--- config.mk ---
export PLATFORM = sky130hd
export DESIGN_NAME = rtcu_ctrl
export DESIGN_NICKNAME = d
export VERILOG_FILES = /design/src/design/rtcu_pkg.sv /design/src/design/rtcu_ctrl.sv
export SDC_FILE = /design/constraint.sdc
export NUM_CORES = 1
export LEC_CHECK = 0
export CAP_MARGIN = 5
export CORE_MARGIN = 2
export CORE_UTILIZATION = 44
export CTS_CLUSTER_DIAMETER = 120
export DETAILED_ROUTE_END_ITERATION = 6
export DONT_BUFFER_PORTS = 1
export GPL_TIMING_DRIVEN = 0
export HOLD_SLACK_MARGIN = 0.03
export SLEW_MARGIN = 5
export SYNTH_ARGS = -nofsm -noshare
export SYNTH_HDL_FRONTEND = slang
export SYNTH_SLANG_ARGS = --single-unit
export TNS_END_PERCENT = 1
--- constraint.sdc ---
create_clock -name clk_i -period 12.6 [get_ports clk_i]
set_input_delay 2.52 -clock clk_i [delete_from_list [all_inputs] [get_ports clk_i]]
set_output_delay 2.52 -clock clk_i [all_outputs]
set_load 0.02 [all_outputs]
--- src/design/rtcu_pkg.sv ---
// Constants for the calendar-clock control block: offsets, fields, timing.
// Assumes a Wishbone classic slave with 32-bit data, one register per word.
package rtcu_pkg;
   // Register indices; byte address is four times the index
   localparam logic [3:0] IDX_YEAR = 4'h9;
   localparam logic [3:0] IDX_DIVRATE = 4'hA;
   localparam logic [3:0] IDX_UPDFMT = 4'hB;
   localparam logic [3:0] IDX_STATUS = 4'hC;
   // Divider-rate control fields
   localparam int DRC_PEND_BIT = 7;
   localparam int DRC_CHAIN_LSB = 4;
   localparam logic [2:0] CHAIN_RUN = 3'h2;
   localparam logic [1:0] CHAIN_HALT_TOP = 2'h3;
   // Update-format control fields
   localparam int UFC_INHIBIT_BIT = 7;
   localparam int UFC_PER_EN_BIT = 6;
   localparam int UFC_ALM_EN_BIT = 5;
   localparam int UFC_UPD_EN_BIT = 4;
   localparam int UFC_RSVD_BIT = 3;
   localparam int UFC_FMT_BIT = 2;
   localparam int UFC_H24_BIT = 1;
   localparam int UFC_DST_BIT = 0;
   // Status fields
   localparam int ST_REQ_BIT = 7;
   localparam int ST_PER_BIT = 6;
   localparam int ST_ALM_BIT = 5;
   localparam int ST_UEND_BIT = 4;
   // Reset values
   localparam logic [7:0] YEAR_RST = 8'h00;
   localparam logic [2:0] CHAIN_RST = 3'h0;
   localparam logic [3:0] RATE_RST = 4'h0;
   localparam logic [7:0] UFC_RST = 8'h00;
   localparam logic [14:0] PRE_RST = 15'h0000;
   // Year range
   localparam logic [7:0] YEAR_MAX = 8'h63;
   // Timing: 32.768 kHz time base, one-second prescaler
   localparam int SLOW_HZ = 32768;
   localparam int PEND_LEAD_US = 488;
   localparam int RESUME_MS = 500;
   localparam int PEND_TICKS = 16;
   localparam logic [14:0] PRE_LAST = 15'h7FFF;
   localparam logic [14:0] PRE_PEND_AT = PRE_LAST - 15'(PEND_TICKS);
   // Scale before dividing; ticks per ms is not a whole number
   localparam logic [14:0] PRE_RESUME =
      PRE_LAST - 15'((SLOW_HZ * RESUME_MS) / 1000) + 15'h0001;
endpackage

--- src/design/rtcu_ctrl.sv ---
// Calendar clock control: year count, divider chain, periodic rate,
// update gating, interrupt gates and presentation selects.
// Assumes a Wishbone classic master on clk_i and calendar logic alongside
// that consumes update pulses and the presentation selects.
//
// Functional notes
// - Year counts 0..99 and wraps; writes are not range-checked. Shown in binary or BCD per format select.
// - Pending flag rises 16 slow ticks before update, drops after it.
// - Chain code 11x halts; next 010 gives first update 500 ms later.
// - Counting needs chain code 010 and block enable both set.
// - Rate code selects period; 0 never fires; 3..F double from 122 us.
// - Rate codes 1 and 2 match the periods of codes 8 and 9.
// - Update inhibit suspends once-per-second updates until cleared.
// - Bit 6 gates periodic events onto the request.
// - Bit 5 gates alarm events onto the request.
// - Bit 4 gates update-ended events onto the request.
// - Bit 2 selects binary when one, BCD when zero; bit 3 reads zero.
// - Bit 1 selects 24-hour style when one, 12-hour with flag when zero.
// - Bit 0 enables the seasonal hour shift.
// - Selects translate only host accesses; storage stays binary.
// - Reading status clears the event flags and summary, but an event in the read cycle still sets its flag.
// - Summary bit 7 is any flag masked by its gate.
// - Each completed update sets update-ended; values then hold a second.
`timescale 1ns/1ns
module rtcu_ctrl import rtcu_pkg::*; #(
   parameter int CLK_HZ = 20000000
) (
   input wire logic clk_i,
   input wire logic rst_i,
   input wire logic wb_cyc_i,
   input wire logic wb_stb_i,
   input wire logic wb_we_i,
   input wire logic [5:0] wb_adr_i,
   input wire logic [3:0] wb_sel_i,
   input wire logic [31:0] wb_dat_i,
   output logic [31:0] wb_dat_o,
   output logic wb_ack_o,
   input wire logic block_en_i,
   input wire logic alarm_evt_i,
   input wire logic year_carry_i,
   output logic update_o,
   output logic periodic_o,
   output logic binary_mode_o,
   output logic hour_24_o,
   output logic seasonal_en_o,
   output logic request_o
);
   if (CLK_HZ < 2 * SLOW_HZ) begin : g_clk_check
      $error("CLK_HZ too low for the 32.768 kHz base");
   end

   function automatic logic [7:0] bcd2bin(input logic [7:0] v);
      bcd2bin = (8'(v[7:4]) * 8'h0A) + 8'(v[3:0]);
   endfunction

   function automatic logic [7:0] bin2bcd(input logic [7:0] v);
      logic [7:0] t;
      t = 8'(v / 8'h0A);
      bin2bcd = {t[3:0], 4'(v - 8'(t * 8'h0A))};
   endfunction

   // Bus decode; one-cycle ack, unmapped words read zero
   logic ack_q;
   logic [31:0] rdat_q;
   wire req = wb_cyc_i & wb_stb_i & ~ack_q;
   wire lane0 = wb_sel_i[0];
   wire wr = req & wb_we_i & lane0;
   wire rd = req & ~wb_we_i;
   wire [3:0] idx = wb_adr_i[5:2];
   wire wr_year = wr & (idx == IDX_YEAR);
   wire wr_divrate = wr & (idx == IDX_DIVRATE);
   wire wr_updfmt = wr & (idx == IDX_UPDFMT);
   wire rd_status = rd & (idx == IDX_STATUS);

   // Slow tick from the fast clock by fractional accumulation
   localparam logic [31:0] ACC_MOD = 32'(CLK_HZ);
   localparam logic [31:0] ACC_STEP = 32'(SLOW_HZ);
   logic [31:0] acc_q;
   wire [31:0] acc_sum = acc_q + ACC_STEP;
   wire slow_tick = acc_sum >= ACC_MOD;
   wire [31:0] acc_d = slow_tick ? acc_sum - ACC_MOD : acc_sum;

   // Control registers
   logic [7:0] year_q;
   logic [2:0] chain_q;
   logic [3:0] rate_q;
   logic [7:0] ufc_q;
   logic pend_q;
   logic halted_q;
   logic [14:0] pre_q;
   logic [2:0] flags_q;

   wire fmt_bin = ufc_q[UFC_FMT_BIT];
   wire inhibit = ufc_q[UFC_INHIBIT_BIT];
   wire halt_code = chain_q[2:1] == CHAIN_HALT_TOP;
   wire run = (chain_q == CHAIN_RUN) & block_en_i;
   wire [7:0] wdat = wb_dat_i[7:0];
   wire [2:0] wchain = wdat[6:4];

   // Update at the prescaler wrap, unless inhibited
   wire at_last = slow_tick & run & (pre_q == PRE_LAST);
   wire upd = at_last & ~inhibit;
   wire pend_set = slow_tick & run & ~inhibit
      & (pre_q == PRE_PEND_AT);

   // Periodic event: period 2^(n-1) ticks for code n >= 3
   logic [3:0] eff_rate;
   always_comb begin
      case (rate_q)
         4'h1: eff_rate = 4'h8;
         4'h2: eff_rate = 4'h9;
         default: eff_rate = rate_q;
      endcase
   end
   wire [14:0] per_mask = 15'((16'h0001 << (eff_rate - 4'h1)) - 16'h0001);
   wire per_evt = slow_tick & run & (rate_q != RATE_RST)
      & ((pre_q & per_mask) == per_mask);

   // Sticky event flags; a new event wins over the read clear
   wire [2:0] evt = {per_evt, alarm_evt_i, upd};
   wire [2:0] gates = {ufc_q[UFC_PER_EN_BIT], ufc_q[UFC_ALM_EN_BIT],
      ufc_q[UFC_UPD_EN_BIT]};
   wire summary = |(flags_q & gates);
   wire [2:0] flags_d = evt | (rd_status ? 3'h0 : flags_q);

   // Year: binary inside, translated on access
   wire [7:0] year_wr = fmt_bin ? wdat : bcd2bin(wdat);
   wire [7:0] year_rd = fmt_bin ? year_q : bin2bcd(year_q);
   wire [7:0] year_inc = (year_q >= YEAR_MAX) ? YEAR_RST
      : year_q + 8'h01;

   logic [7:0] rd_byte;
   always_comb begin
      case (idx)
         IDX_YEAR: rd_byte = year_rd;
         IDX_DIVRATE: rd_byte = {pend_q, chain_q, rate_q};
         IDX_UPDFMT: rd_byte = ufc_q & ~(8'h01 << UFC_RSVD_BIT);
         IDX_STATUS: rd_byte = {summary, flags_q, 4'h0};
         default: rd_byte = 8'h00;
      endcase
   end

   always_ff @(posedge clk_i) begin
      if (rst_i) begin
         ack_q <= 1'b0;
         rdat_q <= 32'h0000_0000;
         acc_q <= 32'h0000_0000;
      end else begin
         ack_q <= req;
         rdat_q <= rd ? {24'h00_0000, rd_byte} : 32'h0000_0000;
         acc_q <= acc_d;
      end
   end

   always_ff @(posedge clk_i) begin
      if (rst_i) begin
         year_q <= YEAR_RST;
         chain_q <= CHAIN_RST;
         rate_q <= RATE_RST;
         ufc_q <= UFC_RST;
         flags_q <= 3'h0;
      end else begin
         if (wr_year)
            year_q <= year_wr;
         else if (upd & year_carry_i)
            year_q <= year_inc;
         if (wr_divrate) begin
            chain_q <= wchain;
            rate_q <= wdat[3:0];
         end
         if (wr_updfmt)
            ufc_q <= wdat & ~(8'h01 << UFC_RSVD_BIT);
         flags_q <= flags_d;
      end
   end

   // Prescaler and pending flag
   always_ff @(posedge clk_i) begin
      if (rst_i) begin
         pre_q <= PRE_RST;
         pend_q <= 1'b0;
         halted_q <= 1'b0;
      end else begin
         if (halt_code) begin
            pre_q <= PRE_RST;
            halted_q <= 1'b1;
         end else if (halted_q & (chain_q == CHAIN_RUN)) begin
            // Load a cycle after the write, so a halt always wins
            pre_q <= PRE_RESUME;
            halted_q <= 1'b0;
         end else if (slow_tick & run) begin
            pre_q <= pre_q + 15'h0001;
         end
         // Drops on the update, or if updating stops before it
         if (upd | ~run | inhibit)
            pend_q <= 1'b0;
         else if (pend_set)
            pend_q <= 1'b1;
      end
   end

   assign wb_ack_o = ack_q;
   assign wb_dat_o = rdat_q;
   assign update_o = upd;
   assign periodic_o = per_evt;
   assign binary_mode_o = ufc_q[UFC_FMT_BIT];
   assign hour_24_o = ufc_q[UFC_H24_BIT];
   assign seasonal_en_o = ufc_q[UFC_DST_BIT];
   assign request_o = summary;
endmodule

After elaboration in Yosys (flattened, before gate mapping)

Index checks and enable logic that the tools add are counted.

Memory bits (writable): 0
Bits in latches: 0
Output and inout port bits: 39
Bits in read-only memories: 0
Register bits: 107
Input bits: 50
Memories: 0
Logic and storage cells: 89

Div/mod/pow operators: 1
Muxes and demuxes: 13
Reductions and logical operators: 9
Shift operators: 1
Bitwise logic cells: 29
Eq/ne operators: 11
Multiply operators: 2
$add $sub $neg: 8
Magnitude comparators: 2

Operators by type and width:

| kind                                                                | number |
|---|---|
| two-way mux 8 bit                                                   | 5 |
| adder 32 x 16 -> 32 bit, second input constant                      | 1 |
| greater-or-equal comparator 32 x 25 -> 1 bit, second input constant | 1 |
| two-way mux 32 bit                                                  | 1 |
| case mux 8 bit (4 select lines)                                     | 1 |
| subtractor 32 x 25 -> 32 bit, second input constant                 | 1 |
| == test 15 bit, second input constant                               | 2 |
| two-way mux 15 bit                                                  | 2 |
| AND 1 bit                                                           | 19 |
| == test 4 bit, second input constant                                | 4 |
| adder 15 x 1 -> 15 bit, second input constant                       | 1 |
| AND 15 bit                                                          | 1 |
| == test 15 bit                                                      | 1 |
| left shift 1 x 4 -> 15 bit, first input constant                    | 1 |
| subtractor 15 x 1 -> 15 bit, second input constant                  | 1 |
| adder 8 x 1 -> 8 bit, second input constant                         | 1 |
| adder 8 x 4 -> 8 bit                                                | 1 |
| divider 8 x 4 -> 8 bit, second input constant                       | 1 |
| greater-or-equal comparator 8 x 7 -> 1 bit, second input constant   | 1 |
| multiplier 8 x 3 -> 3 bit, second input constant                    | 1 |
| case mux 4 bit (2 select lines)                                     | 1 |
| multiplier 4 x 3 -> 7 bit, second input constant                    | 1 |
| nonzero test 2 bit                                                  | 3 |
| OR reduction 2 bit                                                  | 3 |
| other kinds (14)                                                    | 21 |

Depth between registers and ports, before layout

Depth in word-level cells: 9
Depth in mapped cells: 21
Gate-level depth less buffers: 21

Worst setup path after synthesis

OpenSTA, ideal clock, no wires.

Path kind: input to output
From: in block_en_i
To: out periodic_o
Setup slack: 6405 ps
Data required time: 10080 ps
Stages: 5
Buffers on the path: 1
Arrival time: 3675 ps
Cells stage by stage: nor3b_1 > clkbuf_1 > nand2_1 > nand4b_1 > inv_1

Longest elaborated chain between the ends: 4

RTL lines:

| item                   | line             | text |
|---|---|---|
| start: declaration     | rtcu_ctrl.sv:38  | `input wire logic block_en_i,` |
| AND 1 bit              | rtcu_ctrl.sv:96  | `wire run = (chain_q == CHAIN_RUN) & block_en_i;` |
| AND 1 bit (2 in a row) | rtcu_ctrl.sv:116 | `wire per_evt = slow_tick & run & (rate_q != RATE_RST)` |
| AND 1 bit              | rtcu_ctrl.sv:117 | `& ((pre_q & per_mask) == per_mask);` |
| end: declaration       | rtcu_ctrl.sv:42  | `output logic periodic_o,` |

No other way between the ends.

Worst setup path after layout

Same ends and word-level chain as after synthesis.

==> flow_metrics.env <==
export IMPL_post_synth_cell_area_avg_um2=7.64
export IMPL_layout_nets=824
export IMPL_synth_cells=717
export IMPL_setup_viol=0
export IMPL_synth_cell_area_mm2=0.00548
export IMPL_crit_slowest_cell="nor3b_1"
export IMPL_p_clk_share_pct=25.6
export IMPL_first_iter_violations=452
export IMPL_cts_setup_buffers=0
export IMPL_cp_cell_sequence="nor3b_1 -> clkbuf_1 -> nand2_1 -> nand4b_1 -> inv_1"
export IMPL_crit_start="block_en_i"
export IMPL_cts_resized=0
export IMPL_synth_top_area_share_pct=27.4
export IMPL_place_congestion=0.872
export IMPL_htree_levels=3
export IMPL_fin_setup_tns_ns=0
export IMPL_drtPass1Iterations=6
export IMPL_cpLargestDelayFamily="simple AND/OR/NAND/NOR gates"
export IMPL_clockBufferDepth=2
export IMPL_routed_via_count=5183
export IMPL_finalHoldViolCount=0
export IMPL_relSlewSlack_pct=45.4
export IMPL_path_clk_slew_ns=0.05
export IMPL_finalPower_uw=893
export IMPL_slowest_delay_ns=0.50
export IMPL_synth_seq_cells=75
export IMPL_fin_skew_ns=0.00963
export IMPL_crit_required_ns=10.08
export IMPL_vdd_drop_max_v=0.0000755
export IMPL_worst_pin_slew_ns=0.816
export IMPL_critPathBufInv=2
export IMPL_p_switching_uw=340
export IMPL_post_synth_num_cell_types=65
export IMPL_cp_end_kind="primary output"
export IMPL_max_freq_mhz=150
export IMPL_leakage_uw=0.00226
export IMPL_critical_path_class="input port to primary output"
export IMPL_reg2reg_setup_slack_ns=7.92
export IMPL_yosysTopAreaCell="dfxtp_1"
export IMPL_p_comb_share_pct=39.8
export IMPL_cts_sinks=75
export IMPL_cts_tree="done"
export IMPL_r2r_end="wb_dat_o[3]"
export IMPL_die_h_um=116
export IMPL_synth_ff_type="dfxtp_1"
export IMPL_cp_arrival_ns=4.14
export IMPL_grt_pass1_wl_mm=23.9
export IMPL_drive_gt1_share_pct=8.09
export IMPL_drc=0
export IMPL_drt_total_wl_mm=14.7
export IMPL_area_growth_pct=10.2
export IMPL_cts_hold_buf=0
export IMPL_pre_cts_slack_ns=5.98
export IMPL_path_max_fanout=10
export IMPL_p_int_uw=554
export IMPL_cts_root_buf="clkbuf_16"
export IMPL_reg2reg_depth=20
export IMPL_overflow=0
export IMPL_num_io_pins=89
export IMPL_period_minus_slack_ns=6.66
export IMPL_cts_buffers=9
export IMPL_r2r_start="year_q[6]"
export IMPL_antenna_found_initial=0
export IMPL_synth_edf_count=0
export IMPL_ant_nets=0
export IMPL_num_antenna_cells=0
export IMPL_die_x_um=116
export IMPL_fp_dieArea_mm2=0.0134
export IMPL_rsz0062_at_grt="false"
export IMPL_dpl_hpwl_mm=11.1
export IMPL_hold_path_class="register to register"
export IMPL_routedWlPerCell_um=16.0
export IMPL_status="finished clean"
export IMPL_worstSkewPairLatency_ns=0.33
export IMPL_setup_ws_ns=5.94
export IMPL_dp_cells=909
export IMPL_swShare_pct=38.0
export IMPL_ys_async_sr_fraction_pct=0
export IMPL_layoutNonFillerInstCount=922
export IMPL_fin_crit_sh_pct=52.9
export IMPL_ys_top_cells_by_area="dfxtp_1 (27%), nor2_1 (5.6%), ha_1 (4.3%)"
export IMPL_p_per_area_mw_per_mm2=148
export IMPL_grt_max_degree=12
export IMPL_maxSlewViolCount=0
export IMPL_grt_pass1_vias=4846
export IMPL_max_cap_violations=0
export IMPL_track_usage_pct=22.5
export IMPL_ys_seq_area_share_pct=27.4
export IMPL_final_util_pct=50.0
export IMPL_p_seq_share_pct=34.6
export IMPL_setup_worst_path_start_class="input port"
export IMPL_start_util_pct=45.4
export IMPL_port_buffers=0
export IMPL_viasPerCell=5.62
export IMPL_crit_cells=5
export IMPL_endpoint="periodic_o"
export IMPL_yosys_warnings=0
export IMPL_rows=40
export IMPL_core_area_mm2=0.0121
-- routing by layer --
metal / part of all wire [%] / global-route usage [%]
met4: 1.5 / 7.23
met2: 47 / 36.7
met1: 45 / 29.3
met3: 6.5 / 5.33
met5: 0 / 0
-- worst min-delay path by stage --
stage / startpoint / to / slack, ns / cells past startpoint
finish: flags_q[2] / flags_q[2] / 0.49 / 2
global route: flags_q[2] / flags_q[2] / 0.50 / 2
CTS: flags_q[2] / flags_q[2] / 0.49 / 2
detailed placement: flags_q[2] / flags_q[2] / 0.47 / 2
global placement: flags_q[2] / flags_q[2] / 0.47 / 2
floorplan: flags_q[2] / flags_q[2] / 0.45 / 2
-- through the flow --
stage	hold WS (ns)	area, um2
floorplan	0.449	5570
global placement	0.473	5780
detailed placement	0.471	5780
CTS	0.485	6030
global route	0.497	6030
finish	0.493	6030
-- layout make-up --
class                   count  area [um2]
well taps                 168         210
inverters                  27         101
fillers                  1193        6030
multi-input cells         573        3610
clock buffers              10         239
clock inverters             3        17.5
plain buffers              66         354
flip-flops and latches     75        1500
-- placed cells by master, fill, tap and decap left out, drive strengths merged, types with 9 or more instances in the layout --
cell type,count
nor2,81
dfxtp,75
nand2,63
o21ai,46
clkbuf,44
a21oi,39
buf,32
nand3,28
inv,27
xnor2,27
xor2,26
conb,26
ha,19
mux2i,16
and3,13
nor3,13
nand4,11
nand2b,10
nor2b,10
o211ai,10
a31oi,9
or3,9
-- kinds of logic (layout without fill, tap and decap cells) --
group / count (synthesis) / after routing / share of synthesized area (%)
simple gates: 284 / 284 / 26.5
compound gates: 170 / 170 / 20.4
buf+inv: 93 / 106 / 8.31
flops: 75 / 75 / 27.4
xor+xnor: 53 / 53 / 8.47
fa+ha+maj: 22 / 22 / 5.44
mux: 18 / 18 / 3.33
other cells: 2 / 26 / 0.137
-- flip-flops by register name, summed over array words and instances (netlist names) --
signal,flops
pre_q,15
rate_q,4
wb_dat_o,8
ufc_q,7
chain_q,3
acc_q,24
halted_q,1
pend_q,1
wb_ack_o,1
year_q,8
flags_q,3
-- worst register-to-register path: stages, from the launching register on --
cell      delay (ns)
dfxtp_1         0.33
clkbuf_1        0.34
nand3b_1        0.14
a311oi_1        0.42
or3_1           0.18
clkbuf_1        0.27
nand2_1         0.09
a21oi_1         0.15
o22ai_1         0.08
and2_1          0.20
ha_1            0.29
and3_1          0.22
o21ai_0         0.11
o211ai_1        0.23
a21oi_1         0.09
a21o_1          0.20
ha_1            0.19
fa_1            0.41
xor2_1          0.18
o311ai_0        0.32
a21oi_1         0.12
-- synthesized netlist by cell type, drive strengths merged, types with 16 or more instances --
cell type   n
nor2       81
dfxtp      75
nand2      63
o21ai      46
a21oi      39
clkbuf     34
buf        32
nand3      28
inv        27
xnor2      27
xor2       26
ha         19
mux2i      16
-- power by group through the flow --
stage / Combinational, uW / Sequential, uW / Clock (uW)
CTS: 353 / 308 / 235
global route: 395 / 315 / 246
global placement: 343 / 312 / 0
detailed placement: 350 / 313 / 0
finish: 356 / 309 / 229
floorplan: 285 / 304 / 0
(Power assumes the default switching activity.)
